[src/core/hrsp_pkg.sv]
// constants, codes and types for the home-return and serial positioning block
package hrsp_pkg;
    // clock and stopper-time unit
    localparam int CLK_HZ = 50_000_000;
    localparam int STOP_UNIT_US = 1000;
    localparam int CYC_PER_UNIT = CLK_HZ / 1_000_000 * STOP_UNIT_US;
    // register byte offsets
    localparam logic [11:0] OFS_CTRL = 12'h000;
    localparam logic [11:0] OFS_HOME_SPEED = 12'h004;
    localparam logic [11:0] OFS_STOP_TIME = 12'h008;
    localparam logic [11:0] OFS_STOP_TORQUE = 12'h00c;
    localparam logic [11:0] OFS_HOME_DATA = 12'h010;
    localparam logic [11:0] OFS_STATUS = 12'h014;
    localparam logic [11:0] OFS_IRQ_STAT = 12'h018;
    localparam logic [11:0] OFS_IRQ_MASK = 12'h01c;
    // control fields
    localparam int CTRL_METH_LSB = 0;
    localparam int CTRL_DIR = 3;
    localparam int CTRL_SOFTLIM = 4;
    localparam int CTRL_PORT = 5;
    localparam int CTRL_LINK_EN = 6;
    localparam int CTRL_STN_LSB = 8;
    localparam int CTRL_W = 13;
    // status fields
    localparam int STAT_DONE = 0;
    localparam int STAT_ALARM = 1;
    localparam int STAT_MOVE = 2;
    localparam int STAT_STATE_LSB = 4;
    // interrupt bits
    localparam int IRQ_HOME = 0;
    localparam int IRQ_ALARM = 1;
    localparam int IRQ_POSN = 2;
    localparam int IRQ_W = 3;
    // reset values
    localparam logic [31:0] REG_RST = 32'h0000_0000;
    localparam logic [15:0] TRQ_FULL = 16'hffff;
    // home-return method codes
    localparam logic [2:0] METH_DOG = 3'h0;
    localparam logic [2:0] METH_COUNT = 3'h1;
    localparam logic [2:0] METH_DATA = 3'h2;
    localparam logic [2:0] METH_STOP = 3'h3;
    localparam logic [2:0] METH_IGNORE = 3'h4;
    // serial commands and data numbers
    localparam logic [7:0] CMD_FORCE = 8'h92;
    localparam logic [7:0] DNO_FORCE = 8'h60;
    localparam logic [7:0] CMD_POS = 8'hc0;
    localparam logic [7:0] CMD_SPD = 8'hc6;
    localparam logic [7:0] CMD_ACC = 8'hc7;
    localparam logic [7:0] CMD_DEC = 8'hc8;
    localparam logic [7:0] CMD_AUX = 8'hcb;
    localparam int NUM_TABLES = 15;
    // forced-output data bits
    localparam int FRC_FWD = 4;
    localparam int FRC_REV = 5;
    localparam int FRC_MD = 6;
    // synchronised pin order
    localparam int PIN_MD = 0;
    localparam int PIN_SEL0 = 1;
    localparam int PIN_SEL1 = 2;
    localparam int PIN_FWD = 3;
    localparam int PIN_REV = 4;
    localparam int PIN_SRV = 5;
    localparam int PIN_DOG = 6;
    localparam int PIN_LSP = 7;
    localparam int PIN_LSN = 8;
    localparam int NUM_PINS = 9;

    typedef enum logic [2:0] {
        ST_IDLE, ST_STOP_SEEK, ST_STOP_DWELL, ST_AUTO_SEEK, ST_AUTO_BACK, ST_POSN
    } hrsp_state_e;

    typedef struct packed {
        logic [31:0] pos;
        logic [15:0] spd;
        logic [15:0] acc;
        logic [15:0] dec;
        logic [3:0] aux;
    } hrsp_entry_s;
endpackage : hrsp_pkg

[src/core/hrsp_top.sv]
// home-return sequencer, serial command decoder and point-table positioning
`timescale 1ns/1ns
`default_nettype none
module hrsp_top
    import hrsp_pkg::*;
#(
    parameter int P_CYC_PER_MS = CYC_PER_UNIT
) (
    // clock and reset
    input wire logic I_CLK_SYS,
    input wire logic I_SYS_RST,
    // apb slave
    input wire logic I_PSEL,
    input wire logic I_PENABLE,
    input wire logic I_PWRITE,
    input wire logic [11:0] I_PADDR,
    input wire logic [31:0] I_PWDATA,
    output logic [31:0] O_PRDATA,
    output logic O_PREADY,
    output logic O_PSLVERR,
    output logic O_IRQ,
    // asynchronous pins
    input wire logic I_AUTO_MANUAL_SELECT,
    input wire logic I_TABLE_SELECT_BIT0,
    input wire logic I_TABLE_SELECT_BIT1,
    input wire logic I_FORWARD_START,
    input wire logic I_REVERSE_START,
    input wire logic I_SERVO_ON,
    input wire logic I_DOG,
    input wire logic I_LIMIT_FWD,
    input wire logic I_LIMIT_REV,
    // motion core feedback
    input wire logic [31:0] I_POSITION,
    input wire logic I_TORQUE_AT_LIMIT,
    input wire logic I_IN_POSITION,
    // decoded serial frames
    input wire logic I_FRM_VALID,
    input wire logic I_FRM_PORT,
    input wire logic [4:0] I_FRM_STATION,
    input wire logic [7:0] I_FRM_CMD,
    input wire logic [7:0] I_FRM_DNO,
    input wire logic [31:0] I_FRM_DATA,
    output logic O_REPLY_VALID,
    // motion commands
    output logic O_MOVE_ACTIVE,
    output logic O_MOVE_DIR,
    output logic [15:0] O_MOVE_SPEED,
    output logic [15:0] O_ACCEL,
    output logic [15:0] O_DECEL,
    output logic [15:0] O_TORQUE_LIMIT,
    output logic [31:0] O_TARGET_POS,
    output logic [3:0] O_AUX,
    output logic O_DOG_HOME_GO,
    output logic O_SOFT_LIMIT_EN,
    // home state
    output logic O_HOME_DONE_FLAG,
    output logic O_HOME_NOT_FOUND,
    output logic [31:0] O_HOME_DATA
);
    if (P_CYC_PER_MS < 1 || P_CYC_PER_MS > 65536) begin : g_bad_cyc
        $error("P_CYC_PER_MS out of range 1..65536");
    end

    localparam logic [15:0] PRE_MAX = 16'(P_CYC_PER_MS - 1);

    typedef struct packed {
        hrsp_state_e state;
        logic [NUM_PINS-1:0] sync1;
        logic [NUM_PINS-1:0] sync2;
        logic st_prev;
        logic srv_prev;
        logic [15:0] pre;
        logic [15:0] ms;
        logic seen_dog;
        logic [CTRL_W-1:0] ctrl;
        logic [15:0] home_spd;
        logic [15:0] stop_time;
        logic [15:0] stop_trq;
        logic [31:0] home_data;
        logic done;
        logic alarm;
        logic [IRQ_W-1:0] irq_st;
        logic [IRQ_W-1:0] irq_mask;
        logic [6:0] frc;
        hrsp_entry_s [NUM_TABLES-1:0] tbl;
        logic mv;
        logic dir;
        logic dog_go;
        logic reply;
        logic [15:0] spd;
        logic [15:0] acc;
        logic [15:0] dec;
        logic [15:0] trq;
        logic [3:0] aux;
        logic [31:0] tgt;
        logic [31:0] rdata;
    } hrsp_regs_s;

    hrsp_regs_s r;
    hrsp_regs_s n;
    logic [NUM_PINS-1:0] pins_raw;
    logic [2:0] meth;
    logic home_dir;
    logic link_en;
    logic md;
    logic [3:0] sel;
    logic fwd_go;
    logic rev_go;
    logic start;
    logic srv;
    logic srv_rise;
    logic dog;
    logic lim_home;
    logic lim_away;
    logic home_mode;
    logic accept;
    logic [3:0] widx;
    logic [3:0] tidx;
    logic done_ev;
    logic alarm_ev;
    logic posn_ev;
    logic mapped;
    logic [31:0] rmux;

    // pin bundle and configuration fields
    assign pins_raw = {I_LIMIT_REV, I_LIMIT_FWD, I_DOG, I_SERVO_ON, I_REVERSE_START,
                       I_FORWARD_START, I_TABLE_SELECT_BIT1, I_TABLE_SELECT_BIT0,
                       I_AUTO_MANUAL_SELECT};
    assign meth = r.ctrl[CTRL_METH_LSB +: 3];
    assign home_dir = r.ctrl[CTRL_DIR];
    assign link_en = r.ctrl[CTRL_LINK_EN];

    // effective operator inputs: serial forced bits replace pins when the link drives
    assign md = link_en ? r.frc[FRC_MD] : r.sync2[PIN_MD];
    assign sel = link_en ? r.frc[3:0] : {2'b00, r.sync2[PIN_SEL1], r.sync2[PIN_SEL0]};
    assign fwd_go = link_en ? r.frc[FRC_FWD] : r.sync2[PIN_FWD];
    assign rev_go = link_en ? r.frc[FRC_REV] : r.sync2[PIN_REV];
    assign start = (fwd_go | rev_go) & ~r.st_prev;
    assign srv = r.sync2[PIN_SRV];
    assign srv_rise = srv & ~r.srv_prev;
    assign dog = r.sync2[PIN_DOG];
    // limit in the home-ward direction and the one behind it
    assign lim_home = home_dir ? r.sync2[PIN_LSN] : r.sync2[PIN_LSP];
    assign lim_away = home_dir ? r.sync2[PIN_LSP] : r.sync2[PIN_LSN];
    assign home_mode = md & (sel == 4'h0);
    // only frames on the chosen port and for our station count
    assign accept = I_FRM_VALID & link_en & (I_FRM_PORT == r.ctrl[CTRL_PORT])
                    & (I_FRM_STATION == r.ctrl[CTRL_STN_LSB +: 5]);
    assign widx = 4'(I_FRM_DNO - 8'h01);
    assign tidx = 4'(sel - 4'h1);

    // register decode and read mux
    always_comb
    begin
        mapped = 1'b1;
        rmux = REG_RST;
        unique case (I_PADDR)
            OFS_CTRL: rmux = 32'(r.ctrl);
            OFS_HOME_SPEED: rmux = 32'(r.home_spd);
            OFS_STOP_TIME: rmux = 32'(r.stop_time);
            OFS_STOP_TORQUE: rmux = 32'(r.stop_trq);
            OFS_HOME_DATA: rmux = r.home_data;
            OFS_STATUS:
            begin
                rmux[STAT_DONE] = r.done;
                rmux[STAT_ALARM] = r.alarm;
                rmux[STAT_MOVE] = r.mv;
                rmux[STAT_STATE_LSB +: 3] = r.state;
            end
            OFS_IRQ_STAT: rmux = 32'(r.irq_st);
            OFS_IRQ_MASK: rmux = 32'(r.irq_mask);
            default: mapped = 1'b0;
        endcase
    end

    // next state of the whole block
    always_comb
    begin
        n = r;
        done_ev = 1'b0;
        alarm_ev = 1'b0;
        posn_ev = 1'b0;
        n.sync1 = pins_raw;
        n.sync2 = r.sync1;
        n.st_prev = fwd_go | rev_go;
        n.srv_prev = srv;
        n.dog_go = 1'b0;
        n.reply = 1'b0;
        // apb: read data captured in setup, writes in access phase
        if (I_PSEL && !I_PENABLE)
            n.rdata = rmux;
        if (I_PSEL && I_PENABLE && I_PWRITE)
        begin
            unique case (I_PADDR)
                OFS_CTRL: n.ctrl = I_PWDATA[CTRL_W-1:0];
                OFS_HOME_SPEED: n.home_spd = I_PWDATA[15:0];
                OFS_STOP_TIME: n.stop_time = I_PWDATA[15:0];
                OFS_STOP_TORQUE: n.stop_trq = I_PWDATA[15:0];
                OFS_HOME_DATA: n.home_data = I_PWDATA;
                OFS_IRQ_STAT: n.irq_st = r.irq_st & ~I_PWDATA[IRQ_W-1:0];
                OFS_IRQ_MASK: n.irq_mask = I_PWDATA[IRQ_W-1:0];
                default: ;
            endcase
        end
        // serial commands
        if (accept)
        begin
            n.reply = 1'b1;
            if (I_FRM_CMD == CMD_FORCE && I_FRM_DNO == DNO_FORCE)
                n.frc = I_FRM_DATA[6:0];
            else if (I_FRM_DNO >= 8'h01 && I_FRM_DNO <= 8'(NUM_TABLES))
            begin
                unique case (I_FRM_CMD)
                    CMD_POS: n.tbl[widx].pos = I_FRM_DATA;
                    CMD_SPD: n.tbl[widx].spd = I_FRM_DATA[15:0];
                    CMD_ACC: n.tbl[widx].acc = I_FRM_DATA[15:0];
                    CMD_DEC: n.tbl[widx].dec = I_FRM_DATA[15:0];
                    CMD_AUX: n.tbl[widx].aux = I_FRM_DATA[3:0];
                    default: ;
                endcase
            end
        end
        // sequencer
        unique case (r.state)
            ST_IDLE:
            begin
                if (start && srv && home_mode)
                begin
                    n.done = 1'b0;
                    n.alarm = 1'b0;
                    n.spd = r.home_spd;
                    n.acc = r.tbl[0].acc;
                    n.dir = home_dir;
                    n.seen_dog = 1'b0;
                    if (meth == METH_DATA)
                        done_ev = 1'b1;
                    else if (meth == METH_STOP)
                    begin
                        n.state = ST_STOP_SEEK;
                        n.mv = 1'b1;
                        n.trq = r.stop_trq;
                    end
                    else if (meth == METH_DOG || meth == METH_COUNT)
                    begin
                        n.state = ST_AUTO_SEEK;
                        n.mv = 1'b1;
                    end
                end
                else if (start && srv && md)
                begin
                    // positioning from the selected entry
                    n.state = ST_POSN;
                    n.mv = 1'b1;
                    n.dir = rev_go & ~fwd_go;
                    n.tgt = r.tbl[tidx].pos;
                    n.spd = r.tbl[tidx].spd;
                    n.acc = r.tbl[tidx].acc;
                    n.dec = r.tbl[tidx].dec;
                    n.aux = r.tbl[tidx].aux;
                end
            end
            ST_STOP_SEEK:
            begin
                if (I_TORQUE_AT_LIMIT)
                begin
                    n.state = ST_STOP_DWELL;
                    n.pre = 16'h0000;
                    n.ms = 16'h0000;
                end
            end
            ST_STOP_DWELL:
            begin
                if (r.ms == r.stop_time)
                begin
                    n.state = ST_IDLE;
                    n.mv = 1'b0;
                    n.trq = TRQ_FULL;
                    done_ev = 1'b1;
                end
                else if (r.pre == PRE_MAX)
                begin
                    n.pre = 16'h0000;
                    n.ms = r.ms + 16'h0001;
                end
                else
                    n.pre = r.pre + 16'h0001;
            end
            ST_AUTO_SEEK:
            begin
                if (dog)
                begin
                    n.state = ST_IDLE; // dog ahead: normal search takes over
                    n.mv = 1'b0;
                    n.dog_go = 1'b1;
                end
                else if (lim_home)
                begin
                    n.state = ST_AUTO_BACK;
                    n.dir = ~r.dir;
                end
            end
            ST_AUTO_BACK:
            begin
                if (dog)
                    n.seen_dog = 1'b1;
                if (r.seen_dog && !dog)
                begin
                    n.state = ST_IDLE;
                    n.mv = 1'b0;
                    n.dog_go = 1'b1;
                end
                else if (lim_away && !r.seen_dog && !dog)
                begin
                    n.state = ST_IDLE;
                    n.mv = 1'b0;
                    alarm_ev = 1'b1;
                end
            end
            ST_POSN:
            begin
                if (I_IN_POSITION)
                begin
                    n.state = ST_IDLE;
                    n.mv = 1'b0;
                    posn_ev = 1'b1;
                end
            end
        endcase
        // servo off aborts any motion
        if (!srv && r.state != ST_IDLE)
        begin
            n.state = ST_IDLE;
            n.mv = 1'b0;
            n.trq = TRQ_FULL;
        end
        // servo-on position becomes home at once
        if (meth == METH_IGNORE && srv_rise)
            done_ev = 1'b1;
        // completion capture, events win over software clears
        if (done_ev)
        begin
            n.home_data = I_POSITION;
            n.done = 1'b1;
        end
        if (alarm_ev)
            n.alarm = 1'b1;
        n.irq_st = n.irq_st | {posn_ev, alarm_ev, done_ev};
    end

    // state register
    always_ff @(posedge I_CLK_SYS)
    begin
        if (I_SYS_RST)
        begin
            r <= '0;
            r.trq <= TRQ_FULL;
        end
        else
            r <= n;
    end

    // outputs
    assign O_PRDATA = r.rdata;
    assign O_PREADY = 1'b1;
    assign O_PSLVERR = I_PSEL & I_PENABLE & ~mapped;
    assign O_IRQ = |(r.irq_st & r.irq_mask);
    assign O_REPLY_VALID = r.reply;
    assign O_MOVE_ACTIVE = r.mv;
    assign O_MOVE_DIR = r.dir;
    assign O_MOVE_SPEED = r.spd;
    assign O_ACCEL = r.acc;
    assign O_DECEL = r.dec;
    assign O_TORQUE_LIMIT = r.trq;
    assign O_TARGET_POS = r.tgt;
    assign O_AUX = r.aux;
    assign O_DOG_HOME_GO = r.dog_go;
    assign O_SOFT_LIMIT_EN = r.ctrl[CTRL_SOFTLIM] & (meth > METH_COUNT);
    assign O_HOME_DONE_FLAG = r.done;
    assign O_HOME_NOT_FOUND = r.alarm;
    assign O_HOME_DATA = r.home_data;
endmodule : hrsp_top
`default_nettype wire

[config.mk]
export PLATFORM = sky130hd
export DESIGN_NAME = hrsp_top
export DESIGN_NICKNAME = d
export VERILOG_FILES = /design/src/core/hrsp_pkg.sv /design/src/core/hrsp_top.sv
export SDC_FILE = /design/constraint.sdc
export NUM_CORES = 2
export LEC_CHECK = 0
export ABC_AREA = 1
export BUFFER_PORTS_ARGS = -buffer_cell sky130_fd_sc_hd__buf_2
export CAP_MARGIN = 15
export CORE_ASPECT_RATIO = 0.75
export CORE_UTILIZATION = 45
export CTS_CLUSTER_SIZE = 25
export DETAILED_ROUTE_END_ITERATION = 6
export SETUP_SLACK_MARGIN = 0.15
export SLEW_MARGIN = 10
export SYNTH_ARGS = -nofsm -noshare
export SYNTH_HDL_FRONTEND = slang
export SYNTH_SLANG_ARGS = --single-unit
[constraint.sdc]
create_clock -name I_CLK_SYS -period 9.4 [get_ports I_CLK_SYS]
set_clock_uncertainty 0.05 [all_clocks]
set_input_delay 0.94 -clock I_CLK_SYS [delete_from_list [all_inputs] [get_ports I_CLK_SYS]]
set_output_delay 0.94 -clock I_CLK_SYS [all_outputs]
set_load 0.02 [all_outputs]
==> impl_metrics.toml <==
[min_path]
hold_end = "n[1539]"
min-delay-start = "I_AUTO_MANUAL_SELECT"
whs_path_depth = 3
hp-class = "primary input to register"

[finish]
n_fill_cell = 17961
seq_area_um2 = 31200
drive_above_1_share = 0.0619
nNetsFinal = 12169
instances_no_fill = 14525
stdcell_area_um2 = 86600
area_delta_synth_final_pct = 7.59
multi_input_area_um2 = 38100

[synthesis]
synth_top_area_cell = "dfxtp_1"
syn_area_per_cell_um2 = 6.41
synth.most_common_cell = "nand2_1"
ys_ff_latch = 1560
yosys-top-cells-area = "dfxtp_1, nand2_1, o21ai_0, a21oi_1, inv_1"
synth_edf_count = 0
synthFlopType = "dfxtp_1"
synth_cells = 12560
synth_area_um2 = 80500
ys_seq_area_frac = 0.388
synth_top_cell_area_share = 0.388
ys_async_sr_fraction = 0
synth_nets = 12710
yosysWarnings = 0
ys_types = 47
synth_common_cells = "nand2_1, inv_1, dfxtp_1"

[grt]
grt_max_degree = 246
grt_overflow = 0
grt_pass1_vias = 74868
antenna_found_initial = 21
grt_pass1_wl_um = 459000
groute.usage.overall = 0.323

[route]
drt_iter0_drc = 9707
drtAntennaViolNets = 0
routedWlPerCell_um = 20.9
drt_pass1_iterations = 6
drt-vias-per-instance = 5.65
drc = 0
routed_wl_um = 304000
vias = 82039

[floorplan]
initial_core_util = 0.453
fp.coreArea_um2 = 178000
ios = 321
dieArea_um2 = 181000
fp.dieH_um = 368
die_x_um = 490
placementRows = 134

[clocking]
clk_latency_ns = 0.83
clock_path_buffers = 3
cts_sinks = 1560
cts_tree = "built"
hold_buffers = 0
clk_pin_slew_worst_paths_ns = 0.06
cts_buffers = 165
postCtsSetupBuffers = 0
ctsResizeCount = 0
cts_max_level = 4
root_buffer = "clkbuf_16"

[power_and_ir_drop]
p_total_mw = 15.0
ir_drop_mv = 0.179
p_leak_nw = 32.0
p_per_area_nw_per_um2 = 173

[sta]
slew_headroom = 0.174
rsz0062_at_grt = "no"
hold_violations = 0
finalSetupTns_ns = 0
period_needed_ns = 6.17
timing.fmax_mhz = 162
maxSlewViolCount = 0
worst_pin_slew_ns = 1.24
setup_viol = 0
min_period_over_period = 0.657

[setup_path]
end_kind = "register"
worstPathRequired_ns = 10.06
r2r_start = "link_en"
path_class = "register to register"
cpMostUsedCell = "buf_4"
crit_path_max_fanout = 92
r2r_setup_slack_ns = 3.23
arrival_ns = 6.83
slowest_delay_ns = 0.92
r2r_cells = 15
cp_slowest_cell = "buf_4"
crit_path_start_kind = "register"
reg2reg_to = "O_TARGET_POS[12]"
path_cells = "inv_1 > nand2_1 > nand2_4 > inv_8 > ha_4 > buf_4 > buf_4 > buf_4 > o21ai_0 > a21oi_1 > o21ai_0 > nand3_1 > nand3_1 > nand2_1 > inv_1"

[placed_design]
port-buffer-count = 319
hpwl_um = 171000
gp_congestion = 0.946
postPlaceCellArea_um2 = 80900
placedCellCount = 14230

[status]
status = "finished clean"

[flow_run]
drv_cap = 0
[critical path: cells and delay by family, from the launching register on]
| family | cells | cell delay (ns) |
|---|---|---|
| DFF | 1 | 0.55 |
| adders and majority gates | 1 | 0.69 |
| AOI/OAI and AO/OA | 3 | 0.53 |
| buffers and inverters | 6 | 3.32 |
| and+or+nand+nor | 5 | 0.71 |
[final cells by class]
class | instances | share of cell area
multi-input cells | 8244 | 0.440
flip-flops and latches | 1560 | 0.361
inverters | 1620 | 0.0707
clock buffers | 242 | 0.0572
well taps | 2380 | 0.0344
repair buffers | 428 | 0.0299
clock inverters | 44 | 0.00724
diodes | 7 | 0.000202
[cells by family after synthesis]
group	Yosys count	share of synthesized area
buffers and inverters	2756	0.141
XOR/XNOR	23	0.00250
AO/OA/AOI/OAI	3184	0.207
other	1	0.0000466
AND/OR/NAND/NOR	5033	0.260
adder cells (fa/ha/maj)	3	0.000467
flip-flops	1560	0.388
[through the flow]
stage | worst slack, ns | hold WS (ns) | util
after floorplan | 6.36 | 0.338 | -
after global placement | 3.47 | 0.342 | 0.455
after detailed placement | 3.41 | 0.345 | 0.455
after CTS | 3.38 | 0.246 | 0.487
after global routing | 2.83 | 0.270 | 0.487
final | 3.23 | 0.283 | 0.487
[layer usage]
layer	share of wire	vias to the layer above	GRT usage	wire length [um]
li1	-	38990	-	-
met1	0.44	38508	0.443	133000
met2	0.42	3865	0.489	128000
met3	0.099	662	0.0694	29900
met4	0.041	14	0.132	12400
met5	0.00035	-	0	105
[placed cells by master, fill, tap and decap left out, types with 4 or more instances in the layout]
master and count:
o31ai_1 4, nand4_1 112, dfxtp_1 1560, clkinv_2 20
o21a_1 122, buf_12 13, o21ai_0 1314, clkbuf_1 28
o22ai_1 37, nor3_1 39, nand3_4 14, nand3_1 987
o221ai_1 55, o211ai_1 61, nand2_1 2761, nor2_1 1027
inv_2 15, o21ai_1 334, buf_4 96, clkbuf_8 45
inv_6 10, nor2_4 5, diode_2 7, a21oi_1 1243
clkbuf_16 169, buf_2 318, inv_8 5, a211oi_1 7
nand3b_1 65, xor2_1 17, inv_1 1595, nand2_4 5
nand3_2 6, bufinv_16 14
[how the worst max path moves through the flow]
stage,startpoint,to,slack (ns),depth (start not counted)
finish,link_en,O_TARGET_POS[12],3.23,15
global route,link_en,O_TARGET_POS[27],2.83,15
CTS,link_en,O_TARGET_POS[12],3.38,15
detailed placement,link_en,O_TARGET_POS[27],3.41,15
global placement,link_en,O_TARGET_POS[27],3.47,15
floorplan,I_PADDR[11],O_PSLVERR,6.36,9
[where the power goes]
group          internal (mW)  switching [mW]
clock                   4.02            2.89
sequential              6.66          0.0419
combinational          0.343            1.02
total                   11.0            3.95
(Power assumes the default switching activity.)
